===== config.mk =====
export PLATFORM = sky130hd
export DESIGN_NAME = intc_core
export DESIGN_NICKNAME = d
export VERILOG_FILES = /design/src/inc/intc_pkg.sv /design/src/intc_core.sv
export SDC_FILE = /design/constraint.sdc
export NUM_CORES = 1
export LEC_CHECK = 0
export ABC_AREA = 1
export BUFFER_PORTS_ARGS = -buffer_cell sky130_fd_sc_hd__buf_2
export CORE_UTILIZATION = 40
export CTS_CLUSTER_DIAMETER = 50
export CTS_CLUSTER_SIZE = 12
export DETAILED_ROUTE_END_ITERATION = 7
export HOLD_SLACK_MARGIN = 0.06
export PLACE_DENSITY = 0.65
export RECOVER_POWER = 25
export SETUP_SLACK_MARGIN = 0.2
export SLEW_MARGIN = 5
export SYNTH_ARGS = -nofsm -noshare
export SYNTH_HDL_FRONTEND = slang
export SYNTH_SLANG_ARGS = --single-unit

===== constraint.sdc =====
create_clock -name REF_CLK_IN -period 2.61 [get_ports REF_CLK_IN]
set_input_delay 0.3915 -clock REF_CLK_IN [delete_from_list [all_inputs] [get_ports REF_CLK_IN]]
set_output_delay 0.3915 -clock REF_CLK_IN [all_outputs]
set_load 0.01 [all_outputs]

===== src/inc/intc_pkg.sv =====
package intc_pkg;
  // ==========================================
  // Sizes
  localparam int NSRC = 21;
  localparam int ONE_BITS = 16;
  localparam int TWO_BITS = NSRC - ONE_BITS;
  localparam int PIN_LO = 1;
  localparam int PIN_HI = 3;

  // ==========================================
  // Register offsets
  localparam logic [7:0] OFS_REQ_ONE = 8'h00;
  localparam logic [7:0] OFS_REQ_TWO = 8'h04;
  localparam logic [7:0] OFS_EN_ONE = 8'h08;
  localparam logic [7:0] OFS_EN_TWO = 8'h0c;
  localparam logic [7:0] OFS_PIN_FUNC = 8'h10;
  localparam logic [7:0] OFS_EDGE_SEL = 8'h14;
  localparam logic [7:0] OFS_PIN_REQ = 8'h18;
  localparam logic [7:0] OFS_PIN_EN = 8'h1c;
  localparam logic [7:0] OFS_STATUS = 8'h20;

  // ==========================================
  // Reset values
  localparam logic [NSRC-1:0] RST_FLAGS = 21'h00_0000;
  localparam logic [3:1] RST_PIN = 3'h0;
  localparam logic [3:1] PIN_IDLE = 3'h7;

  // ==========================================
  // Timing in states
  localparam logic [3:0] SAVE_STATES = 4'h4;
  localparam logic [3:0] VEC_STATES = 4'h2;
  localparam logic [3:0] IFETCH_STATES = 4'h4;
  localparam logic [3:0] INTERNAL_STATES = 4'h4;
  localparam logic [3:0] WAIT_MAX = 4'hd;

  // ==========================================
  // Vectors and stack slots
  localparam logic [4:0] VEC_FIRST = 5'h09;
  localparam logic [4:0] VEC_LAST = 5'h17;
  localparam logic [4:0] VEC_PIN_ONE = 5'h05;
  localparam logic [15:0] PC_SLOT = 16'h0002;
  localparam logic [15:0] CODE_SLOT = 16'h0004;

  typedef enum logic [2:0] {
    ST_IDLE = 3'h0,
    ST_WAIT = 3'h1,
    ST_SAVE = 3'h2,
    ST_VFETCH = 3'h3,
    ST_IFETCH = 3'h4,
    ST_INTERNAL = 3'h5
  } st_t;

  function automatic logic [4:0] vec_of(input int i);
    if (i > int'(VEC_LAST - VEC_FIRST)) begin
      return VEC_LAST;
    end
    return 5'(int'(VEC_FIRST) + i);
  endfunction : vec_of
endpackage : intc_pkg


===== src/intc_core.sv =====
// Contract
// - Twenty-one peripheral sources set own flags
// - Cleared enable hides that source only
// - Mask bit set blocks all internal requests
// - Internal sources use vectors 9 to 23
// - Highest priority chosen, others stay pending
// - Accept only while mask bit is zero
// - Finish instruction, push counter and codes
// - Mask bit set on exception entry
// - Vector address generated for accepted source
// - Colliding clear delays entry until done
// - Instruction wait is 1 to 13 states
// - Entry takes 4, 2, 4, 4 states
// - Word accesses force address bit zero
// - Codes saved as word, even byte restored
// - Function 0 to 1, pin low, falling-select
// - Function 1 to 0, pin low, rising-select
// - Clear right after function write ignored
// - Flags clear only by writing zero
// - Pin edge chosen by edge-select bit
`timescale 1ns/1ps
module intc_core #(
  parameter logic [4:0] PRIO [intc_pkg::NSRC] = '{
    5'h00, 5'h01, 5'h02, 5'h03, 5'h04, 5'h05, 5'h06, 5'h07, 5'h08, 5'h09, 5'h0a,
    5'h0b, 5'h0c, 5'h0d, 5'h0e, 5'h0f, 5'h10, 5'h11, 5'h12, 5'h13, 5'h14}
) (
  input wire logic REF_CLK_IN,
  input wire logic RESET_IN,
  input wire logic PSEL_IN,
  input wire logic PENABLE_IN,
  input wire logic PWRITE_IN,
  input wire logic [7:0] PADDR_IN,
  input wire logic [31:0] PWDATA_IN,
  output logic [31:0] PRDATA_OUT,
  output logic PREADY_OUT,
  output logic PSLVERR_OUT,
  input wire logic [intc_pkg::NSRC-1:0] SRC_REQ_IN,
  input wire logic [3:1] IRQ_PIN_IN,
  input wire logic I_MASK_IN,
  input wire logic INSN_DONE_IN,
  input wire logic BLOCK_MOVE_IN,
  input wire logic [15:0] PC_IN,
  input wire logic [7:0] CODE_WORD_IN,
  input wire logic [15:0] SP_IN,
  input wire logic EXC_RETURN_IN,
  input wire logic [15:0] POP_WORD_IN,
  output logic ENTRY_OUT,
  output logic MASK_SET_OUT,
  output logic STK_WE_OUT,
  output logic [15:0] STK_ADDR_OUT,
  output logic [15:0] STK_DATA_OUT,
  output logic VEC_RD_OUT,
  output logic [15:0] VEC_ADDR_OUT,
  output logic [4:0] VEC_NUM_OUT,
  output logic CODE_LOAD_OUT,
  output logic [7:0] CODE_RESTORE_OUT
);
  import intc_pkg::*;

  // ==========================================
  // Declarations
  logic pready_r, pslverr_r, acc, wr, clr_hit, pf_recent_r, any_pend;
  logic [31:0] prdata_r, rdata;
  logic map_ok;
  logic [NSRC-1:0] req_r, en_r, pend, clr_req;
  logic [3:1] pf_r, pf_d_r, es_r, preq_r, pen_r, ppend, pclr;
  logic [3:1] pin_s1_r, pin_s2_r, pin_d_r, rise, fall, edge_hit, spur;
  st_t st_r;
  logic [3:0] cnt_r, wait_r;
  logic [4:0] vec_r, sel_vec;
  logic [15:0] base_r, pc_r, stk_addr_r, stk_data_r, vec_addr_r;
  logic [7:0] code_r, code_rest_r;
  logic busy_r, mask_set_r, stk_we_r, vec_rd_r, code_load_r;

  // ==========================================
  // APB slave
  assign acc = PSEL_IN & PENABLE_IN & pready_r;
  assign wr = acc & PWRITE_IN;

  always_comb begin
    map_ok = 1'b1;
    case (PADDR_IN)
      OFS_REQ_ONE: rdata = 32'(req_r[ONE_BITS-1:0]);
      OFS_REQ_TWO: rdata = 32'(req_r[NSRC-1:ONE_BITS]);
      OFS_EN_ONE: rdata = 32'(en_r[ONE_BITS-1:0]);
      OFS_EN_TWO: rdata = 32'(en_r[NSRC-1:ONE_BITS]);
      OFS_PIN_FUNC: rdata = 32'({pf_r, 1'b0});
      OFS_EDGE_SEL: rdata = 32'({es_r, 1'b0});
      OFS_PIN_REQ: rdata = 32'({preq_r, 1'b0});
      OFS_PIN_EN: rdata = 32'({pen_r, 1'b0});
      OFS_STATUS: rdata = 32'({busy_r, st_r, vec_r});
      default: begin
        rdata = 32'h0000_0000;
        map_ok = 1'b0;
      end
    endcase
  end

  always_ff @(posedge REF_CLK_IN) begin
    if (RESET_IN) begin
      pready_r <= 1'b0;
      pslverr_r <= 1'b0;
      prdata_r <= 32'h0000_0000;
    end else begin
      pready_r <= PSEL_IN & PENABLE_IN & ~pready_r;
      pslverr_r <= PSEL_IN & PENABLE_IN & ~pready_r & ~map_ok;
      prdata_r <= (PSEL_IN & PENABLE_IN & ~pready_r) ? rdata : 32'h0000_0000;
    end
  end

  // ==========================================
  // Configuration registers
  always_ff @(posedge REF_CLK_IN) begin
    if (RESET_IN) begin
      en_r <= RST_FLAGS;
      pf_r <= RST_PIN;
      es_r <= RST_PIN;
      pen_r <= RST_PIN;
      pf_d_r <= RST_PIN;
    end else begin
      pf_d_r <= pf_r;
      if (wr && PADDR_IN == OFS_EN_ONE) begin
        en_r[ONE_BITS-1:0] <= PWDATA_IN[ONE_BITS-1:0];
      end
      if (wr && PADDR_IN == OFS_EN_TWO) begin
        en_r[NSRC-1:ONE_BITS] <= PWDATA_IN[TWO_BITS-1:0];
      end
      if (wr && PADDR_IN == OFS_PIN_FUNC) begin
        pf_r <= PWDATA_IN[3:1];
      end
      if (wr && PADDR_IN == OFS_EDGE_SEL) begin
        es_r <= PWDATA_IN[3:1];
      end
      if (wr && PADDR_IN == OFS_PIN_EN) begin
        pen_r <= PWDATA_IN[3:1];
      end
    end
  end

  // ==========================================
  // Internal request flags
  always_comb begin
    clr_req = '0;
    if (wr && PADDR_IN == OFS_REQ_ONE) begin
      clr_req[ONE_BITS-1:0] = ~PWDATA_IN[ONE_BITS-1:0];
    end
    if (wr && PADDR_IN == OFS_REQ_TWO) begin
      clr_req[NSRC-1:ONE_BITS] = ~PWDATA_IN[TWO_BITS-1:0];
    end
  end

  always_ff @(posedge REF_CLK_IN) begin
    if (RESET_IN) begin
      req_r <= RST_FLAGS;
    end else begin
      req_r <= (req_r & ~clr_req) | SRC_REQ_IN;
    end
  end

  // ==========================================
  // Pin edge detection
  always_ff @(posedge REF_CLK_IN) begin
    if (RESET_IN) begin
      pin_s1_r <= PIN_IDLE;
      pin_s2_r <= PIN_IDLE;
      pin_d_r <= PIN_IDLE;
    end else begin
      pin_s1_r <= IRQ_PIN_IN;
      pin_s2_r <= pin_s1_r;
      pin_d_r <= pin_s2_r;
    end
  end

  assign rise = pin_s2_r & ~pin_d_r;
  assign fall = ~pin_s2_r & pin_d_r;
  assign edge_hit = pf_r & ((es_r & rise) | (~es_r & fall));
  assign spur = ~pin_s2_r & ((pf_r & ~pf_d_r & ~es_r) | (~pf_r & pf_d_r & es_r));
  assign pclr = (wr && PADDR_IN == OFS_PIN_REQ && !pf_recent_r) ? ~PWDATA_IN[3:1] : RST_PIN;

  always_ff @(posedge REF_CLK_IN) begin
    if (RESET_IN) begin
      pf_recent_r <= 1'b0;
    end else if (acc) begin
      pf_recent_r <= wr && PADDR_IN == OFS_PIN_FUNC;
    end
  end

  always_ff @(posedge REF_CLK_IN) begin
    if (RESET_IN) begin
      preq_r <= RST_PIN;
    end else begin
      preq_r <= (preq_r & ~pclr) | edge_hit | spur;
    end
  end

  // ==========================================
  // Priority selection
  // Enable gating
  assign pend = req_r & en_r;
  assign ppend = preq_r & pen_r;
  assign clr_hit = wr && (PADDR_IN == OFS_REQ_ONE || PADDR_IN == OFS_REQ_TWO ||
    PADDR_IN == OFS_EN_ONE || PADDR_IN == OFS_EN_TWO ||
    PADDR_IN == OFS_PIN_REQ || PADDR_IN == OFS_PIN_EN);

  always_comb begin
    any_pend = 1'b0;
    sel_vec = 5'h00;
    for (int k = NSRC - 1; k >= 0; k--) begin
      if (pend[PRIO[k]]) begin
        any_pend = 1'b1;
        sel_vec = vec_of(int'(PRIO[k]));
      end
    end
    for (int p = PIN_HI; p >= PIN_LO; p--) begin
      if (ppend[p]) begin
        any_pend = 1'b1;
        sel_vec = 5'(int'(VEC_PIN_ONE) + p - PIN_LO);
      end
    end
  end

  // ==========================================
  // Exception entry sequencer
  always_ff @(posedge REF_CLK_IN) begin
    if (RESET_IN) begin
      st_r <= ST_IDLE;
      cnt_r <= 4'h0;
      wait_r <= 4'h0;
      vec_r <= 5'h00;
      base_r <= 16'h0000;
      pc_r <= 16'h0000;
      code_r <= 8'h00;
      busy_r <= 1'b0;
      mask_set_r <= 1'b0;
      stk_we_r <= 1'b0;
      stk_addr_r <= 16'h0000;
      stk_data_r <= 16'h0000;
      vec_rd_r <= 1'b0;
      vec_addr_r <= 16'h0000;
    end else begin
      mask_set_r <= 1'b0;
      stk_we_r <= 1'b0;
      case (st_r)
        ST_IDLE: begin
          wait_r <= 4'h1;
          if (any_pend && !I_MASK_IN) begin
            st_r <= ST_WAIT;
          end
        end
        ST_WAIT: begin
          if (I_MASK_IN || !any_pend) begin
            st_r <= ST_IDLE;
          end else if (!clr_hit &&
              (INSN_DONE_IN || (wait_r == WAIT_MAX && !BLOCK_MOVE_IN))) begin
            st_r <= ST_SAVE;
            vec_r <= sel_vec;
            vec_addr_r <= {10'h000, sel_vec, 1'b0};
            base_r <= SP_IN;
            pc_r <= PC_IN;
            code_r <= CODE_WORD_IN;
            cnt_r <= 4'h0;
            busy_r <= 1'b1;
            mask_set_r <= 1'b1;
          end else if (wait_r != WAIT_MAX) begin
            wait_r <= wait_r + 4'h1;
          end
        end
        ST_SAVE: begin
          cnt_r <= cnt_r + 4'h1;
          if (cnt_r == 4'h0) begin
            stk_we_r <= 1'b1;
            stk_addr_r <= (base_r - PC_SLOT) & 16'hfffe;
            stk_data_r <= pc_r;
          end
          if (cnt_r == 4'h2) begin
            stk_we_r <= 1'b1;
            stk_addr_r <= (base_r - CODE_SLOT) & 16'hfffe;
            stk_data_r <= {code_r, code_r};
          end
          if (cnt_r == SAVE_STATES - 4'h1) begin
            st_r <= ST_VFETCH;
            cnt_r <= 4'h0;
            vec_rd_r <= 1'b1;
          end
        end
        ST_VFETCH: begin
          cnt_r <= cnt_r + 4'h1;
          if (cnt_r == VEC_STATES - 4'h1) begin
            st_r <= ST_IFETCH;
            cnt_r <= 4'h0;
            vec_rd_r <= 1'b0;
          end
        end
        ST_IFETCH: begin
          cnt_r <= cnt_r + 4'h1;
          if (cnt_r == IFETCH_STATES - 4'h1) begin
            st_r <= ST_INTERNAL;
            cnt_r <= 4'h0;
          end
        end
        ST_INTERNAL: begin
          cnt_r <= cnt_r + 4'h1;
          if (cnt_r == INTERNAL_STATES - 4'h1) begin
            st_r <= ST_IDLE;
            cnt_r <= 4'h0;
            busy_r <= 1'b0;
          end
        end
        default: begin
          st_r <= ST_IDLE;
        end
      endcase
    end
  end

  // ==========================================
  // Condition code restore
  always_ff @(posedge REF_CLK_IN) begin
    if (RESET_IN) begin
      code_load_r <= 1'b0;
      code_rest_r <= 8'h00;
    end else begin
      code_load_r <= EXC_RETURN_IN;
      if (EXC_RETURN_IN) begin
        code_rest_r <= POP_WORD_IN[15:8];
      end
    end
  end

  // ==========================================
  // Outputs
  assign PRDATA_OUT = prdata_r;
  assign PREADY_OUT = pready_r;
  assign PSLVERR_OUT = pslverr_r;
  assign ENTRY_OUT = busy_r;
  assign MASK_SET_OUT = mask_set_r;
  assign STK_WE_OUT = stk_we_r;
  assign STK_ADDR_OUT = stk_addr_r;
  assign STK_DATA_OUT = stk_data_r;
  assign VEC_RD_OUT = vec_rd_r;
  assign VEC_ADDR_OUT = vec_addr_r;
  assign VEC_NUM_OUT = vec_r;
  assign CODE_LOAD_OUT = code_load_r;
  assign CODE_RESTORE_OUT = code_rest_r;
endmodule : intc_core


==> Word-level counts from Yosys, hierarchy flattened <==
Cells that the tools add are included.
{ "classes": {"addsub": 4, "n_eq_ne": 28, "muxes": 96, "n_bitwise": 40, "reduce_logical": 45} }
{ "op_table": {"columns": ["op", "n"], "rows": [
  ["$pmux 16 s9", 1],
  ["$mux 5", 25],
  ["$mux 16", 5],
  ["$mux 4", 13],
  ["$and 21x21->21", 2],
  ["$mux 1", 39],
  ["$and 3x3->3", 12],
  ["$eq 8x5->1 const B", 4],
  ["$mux 3", 8],
  ["$not 21->21", 1],
  ["$not 3->3", 7],
  ["$or 21x21->21", 1],
  ["$ne 2x2->1 const B", 9],
  ["$pmux 3 s6", 1],
  ["$eq 8x4->1 const B", 2],
  ["$not 16->16", 1],
  ["$sub 16x2->16 const B", 1],
  ["$sub 16x3->16 const B", 1],
  ["$logic_and 1x1->1", 13],
  ["$or 3x3->3", 4],
  ["$pmux 4 s3", 1],
  ["$reduce_and 3->1", 3],
  ["$reduce_or 9->1", 1],
  ["$add 4x1->4 const B", 2],
  ["other kinds (27)", 56]
]} }
{ "totals": {"ff_bits": 202, "input_bits": 129, "output_inout_bits": 100, "word_cells": 243} }

==> Depth between registers and ports, before layout <==
{ "depth": {"depth_word": 29, "depth_mapped": 20, "mapped_depth_nobuf": 20} }

==> Least setup slack after synthesis <==
No wires, ideal clock.
{ "synth_path": {"path_type": "register to register", "start": "register cnt_r[0]", "end": "register stk_addr_r[12] (netlist: STK_ADDR_OUT[12])", "setup_time_ns": 0.128, "t_arrival_ns": 1.701, "required_time_ns": 2.482, "setup_slack_ns": 0.781, "stages_incl_launch_ff": 15, "path_buffers": 0, "synth_period_minus_slack_ns": 1.829, "path_cell_list": "dfxtp_1 > inv_1 > ha_1 > inv_1 > nor2_8 > inv_4 > nand3_1 > nand2_1 > inv_1 > nand3_2 > nor2_2 > nand2_2 > nor4_2 > xor2_1 > a21oi_1"} }
{ "synth_via": {"elab_chain_len": 3} }
{ "synth_lines": {"columns": ["item", "line_no", "rtl"], "rows": [
  ["from (decl)", "intc_core.sv:69", "logic [3:0] cnt_r, wait_r;"],
  ["from (signal assigned)", "intc_core.sv:269", "cnt_r <= cnt_r + 4'h1;"],
  ["from (signal assigned)", "intc_core.sv:287", "cnt_r <= cnt_r + 4'h1;"],
  ["from (signal assigned)", "intc_core.sv:295", "cnt_r <= cnt_r + 4'h1;"],
  ["$eq 4x2->1 / $logic_not 4->1 (equally long branches)", "intc_core.sv:275, intc_core.sv:270", null],
  ["$reduce_bool 2->1 (no line)", null, null],
  ["$reduce_and 2->1 (no line)", null, null],
  ["to (signal assigned)", "intc_core.sv:272", "stk_addr_r <= (base_r - PC_SLOT) & 16'hfffe;"],
  ["to (signal assigned)", "intc_core.sv:277", "stk_addr_r <= (base_r - CODE_SLOT) & 16'hfffe;"],
  ["to (decl)", "intc_core.sv:71", "logic [15:0] base_r, pc_r, stk_addr_r, stk_data_r, vec_addr_r;"]
]} }
Parallel ways exist; a longest one is shown, timed or not.
A chain may end at the register's enable or synchronous reset.

==> Worst setup path in the final report <==
{ "layout_path": {"start": "register req_r[17]", "end": "register base_r[7]"} }
{ "layout_via": {"elab_chain_len": 26} }
{ "layout_lines": {"columns": ["item", "line_no", "rtl"], "rows": [
  ["from (decl)", "intc_core.sv:65", "logic [NSRC-1:0] req_r, en_r, pend, clr_req;"],
  ["from (signal assigned)", "intc_core.sv:156", "req_r <= (req_r & ~clr_req) | SRC_REQ_IN;"],
  ["$and 21x21->21", "intc_core.sv:199", "assign pend = req_r & en_r;"],
  ["$mux 1 (18 in a row)", "intc_core.sv:209", "if (pend[PRIO[k]]) begin"],
  ["$mux 1 (3 in a row)", "intc_core.sv:215", "if (ppend[p]) begin"],
  ["$logic_not 1->1", "intc_core.sv:251", "if (I_MASK_IN || !any_pend) begin"],
  ["$logic_or 1x1->1", "intc_core.sv:251", null],
  ["$not 1->1 (no line)", null, null],
  ["$reduce_and 3->1 (no line)", null, null],
  ["to (signal assigned)", "intc_core.sv:230", "base_r <= 16'h0000;"],
  ["to (signal assigned)", "intc_core.sv:258", "base_r <= SP_IN;"],
  ["to (decl)", "intc_core.sv:71", null]
]} }
No other way between the ends.

==> impl_summary.md <==
Floorplan
The initial utilization of the core area, before any placement, comes to 0.410. The x dimension of the die is 143 um. The I/O pin total is 229.

The die covers 0.0206 mm^2. The number of core rows is 51. The floorplan step defined a core boundary enclosing 0.0195 mm^2. The chip height is 143 um.

Logic synthesis
Of the post-synthesis cell area, the dominant cell type holds 0.460. The netlist area before placement is 0.00801 mm^2. The share of the Yosys chip area taken by registers is 0.460. The number of different library cells used by synthesis comes to 47. The fraction of registers with async set/reset is 0.

The top cell type by total area after synthesis is dfxtp_1. The count of flip-flops with a built-in enable after synthesis is 0. By instance count, the leading cell after synthesis is dfxtp_1.

The Yosys step of the flow raised 0 warnings. Counting flops and latches in the post-synthesis netlist gives 184. The synthesized instance count is 1,065. Sorting the synthesized cells by how often they occur yields dfxtp_1, nor2_1, nand2_1.

Ranked by total cell area, the synthesized netlist is headed by dfxtp_1, o21ai_0, nor2_1. The average instance area after synthesis is 7.52 um^2. For this run, the leading register cell type out of synthesis is dfxtp_1.

Place
At the end of routability-driven placement, the weighted congestion stood at 0.863. During placement, the flow inserted port buffers numbering 175. The post-DP HPWL is 14,600 um.

Once placement finished, the instance area stood at 0.00900 mm^2.

Setup path
Counting stages on the worst path, the most repeated cell is nand2_1. The kind of cell with the highest combined delay along the critical path is simple AND/OR/NAND/NOR gates. In this run the worst path has a maximum fanout of 51. The number of buffers and inverters on the critical path is 4. The worst-path cell with the longest stage delay is dfxtp_1. The critical path goes through nand2_1 > inv_1 > nor2_1 > nand2_1 > a21oi_1 > nand4_1 > nand2_1 > inv_2 > nand2_4 > inv_2 > nand2_4 > buf_12 > o21ai_0 > a21oi_1. The largest single stage delay on the critical path is 0.33 ns. The worst setup path is launched from a flop.

The startpoint identified for the worst register-to-register timing path is req_r[17]$_SDFF_PP0_. For flop-to-flop paths, the worst setup slack is 0.47 ns. The endpoint of the lowest-slack register-to-register path is base_r[7]$_SDFFE_PP0P_.

STA classifies the critical path endpoint as a flop. The data arrival time at the worst-slack endpoint is 2.50 ns. STA puts the critical path data required time at 2.97 ns. The critical path is of the flop to flop type. The number of cells traversed by the worst register-to-register path is 14.

Clock tree
The count of cells resized by post-cts repair is 0. The number of sinks handled by clock tree synthesis is 184. The longest clock path from root to sink contains 2 buffers. After clock tree synthesis, the clock-pin slew on the worst setup and hold paths is 0.08 ns. The tree is rooted in a clkbuf_16.

The H-tree depth is 4. The clock latency of the later-clocked register in the worst-skew pair is 0.44 ns. TritonCTS built the clock tree.

The number of buffers created by CTS is 17.

Global routing
The fraction of met1 tracks used by global routing is 0.270. The via count of the first global-routing pass is 6,854. The first global-routing pass estimated 33,800 um of wire.

In the global route stage, met3 resource usage came out at 0.0550. The initial antenna violation count is 0. The met2 global-route usage is 0.338. The total overflow left after global routing is 0. The maximum number of pins on one net before global-route repair is 83.

The total routing usage reported by global routing is 0.210. The most congested layer reported by global routing is met2.

Pwr
The power density of the placed cells is 732 mW/mm^2. The static power due to leakage is 0.00425 uW. IR analysis of the VDD net gives a maximum drop of 0.451 mV. The overall power of the completed layout is 6980 uW.

STA
The slew at the pin closest to its max-slew limit is 1.47 ns. In this run the tightest slew margin relative to its limit is 0.0191. In the final timing run, aggregate negative setup slack is 0 ns. The number of endpoints with negative hold slack in the final report is 0.

The final number of max-transition violations is 0. The final number of setup-violating endpoints is 0. Dividing the final minimum period by the clock period gives 0.820.

The maximum frequency from static timing analysis is 0.467 GHz. The time the final worst path needs with I/O delays and setup is 2.14 ns. Setup repair after global routing left no endpoint under its margin.

Clock skew on the completed layout was measured at 0.0198 ns.

Layout
The area of the multi-input gates is 0.00358 mm^2. The final-layout fill cell count is 1,982. The area overhead of the layout relative to synthesis is 19.1%. In the final layout, the share of cells above drive strength 1 is 0.177. After the last flow step, the layout net total stands at 1,364. The post-route core utilization is 0.488. The sequential cell area is 0.00368 mm^2.

The finished cells cover 0.00953 mm^2. The diode insertion count for antenna repair is 0.

Route
Wires add up to 20,900 um. The number of search-and-repair iterations in the first detailed-routing pass is 5. Once detail routing completed, the nets flagged for antenna violations numbered 0. The starting DRC count in detailed routing is 463. The total vias in the final route is 7,399.

The DRC violations left is 0. The routed length per instance is 13.9 um. Using the TritonRoute via totals, the vias-per-cell ratio works out to 4.92.

Outcome
The run finished with clean final reports.

Worst hold path
The path with the worst hold slack has its endpoint at pin_s1_r[1]$_SDFF_PP1_. The type of the most critical hold path is input port to flop. The launch point of the worst hold path is IRQ_PIN_IN[1]. The worst hold path was traced through 2 stages.

Flow run
Max-cap violations in this run came to 0.
==> report_power, final <==
part	internal (uW)	switching (uW)
Combinational	429	809
Sequential	3030	152
Clock	1290	1270
==> cell families (layout without fill, tap and decap cells) <==
kind of cell,after synthesis,count (layout),synth area share
AOI/OAI and AO/OA,282,282,0.195
and+or+nand+nor,395,395,0.211
DFF,184,184,0.460
adders and majority gates,9,9,0.0141
other,1,28,0.000468
xor gates and xnor gates,12,12,0.0131
buffers and inverters,182,329,0.107
==> cell usage in the layout (no fill, tap or decap), types with 3 or more instances in the layout <==
master and n:
ha_1 9, clkbuf_16 17, inv_2 8, o21ai_1 5, nor3_1 11, dfxtp_1 184
a221oi_1 12, nor2_4 4, or2_2 6, buf_4 10, nand4_1 5, clkinv_8 5
nor2_1 175, o22ai_1 3, buf_2 132, o211ai_1 5, inv_6 5, clkbuf_1 46
conb_1 28, o21ai_0 138, nand3_1 12, a22o_1 3, nor2_2 5, nand2_1 156
clkinv_4 3, nor3_2 6, a21oi_1 77, xor2_1 12, a31oi_1 29, nand2_2 3
inv_1 97
==> registers in the layout, summed over array words and instances (netlist names), 5 cells and up <==
name              count
CODE_RESTORE_OUT      8
pc_r                 16
PRDATA_OUT           16
base_r               15
req_r                21
VEC_NUM_OUT           5
code_r                8
en_r                 21
STK_DATA_OUT         16
STK_ADDR_OUT         15
==> metrics by stage <==
stage / instances / setup slack [ns] / hold slack [ns]
floorplan: 1092 / 0.781 / 0.389
global placement: 1470 / 0.443 / 0.396
detailed placement: 1470 / 0.400 / 0.393
CTS: 1502 / 0.365 / 0.117
global route: 1504 / 0.206 / 0.136
finish: 1504 / 0.471 / 0.136
==> how the worst max path moves through the flow <==
stage          depth (start not counted)                       endpoint                  start
6_report                              14         base_r[7]$_SDFFE_PP0P_   req_r[17]$_SDFF_PP0_
3_5_place_dp                          14  STK_ADDR_OUT[14]$_SDFFE_PP0P_  cnt_r[0]$_SDFFE_PP0P_
2_1_floorplan                         14  STK_ADDR_OUT[12]$_SDFFE_PP0P_  cnt_r[0]$_SDFFE_PP0P_
3_3_place_gp                          14  STK_ADDR_OUT[14]$_SDFFE_PP0P_  cnt_r[0]$_SDFFE_PP0P_
4_1_cts                               14  STK_ADDR_OUT[12]$_SDFFE_PP0P_  cnt_r[0]$_SDFFE_PP0P_
5_1_grt                               14         base_r[7]$_SDFFE_PP0P_    req_r[3]$_SDFF_PP0_
==> layout make-up <==
class | count | area share
tap | 265 | 0.0348
inverter | 107 | 0.0424
timing repair buffer | 190 | 0.0979
clock buffer | 17 | 0.0446
sequential | 184 | 0.387
clock inverter | 15 | 0.0182
multi-input combinational | 726 | 0.375
==> worst register-to-register path, cell delays in order, from the launching register on <==
cell and delay, ns:
dfxtp_1 0.33, nand2_1 0.08, inv_1 0.04, nor2_1 0.10, nand2_1 0.11, a21oi_1 0.25
nand4_1 0.12, nand2_1 0.13, inv_2 0.07, nand2_4 0.08, inv_2 0.05, nand2_4 0.12
buf_12 0.23, o21ai_0 0.17, a21oi_1 0.19
==> metal layers <==
| metal | share of wire | wire [um] |
|---|---|---|
| met1 | 0.46 | 9620 |
| met2 | 0.45 | 9490 |
| met3 | 0.071 | 1490 |
| met4 | 0.014 | 289 |
| met5 | 0 | 0 |
==> repair_timing <==
action,CTS,global route
buffers inserted,0,2
hold buffers,0,0
endpoints found under the setup margin,0,3
(Power assumes the default switching activity.)
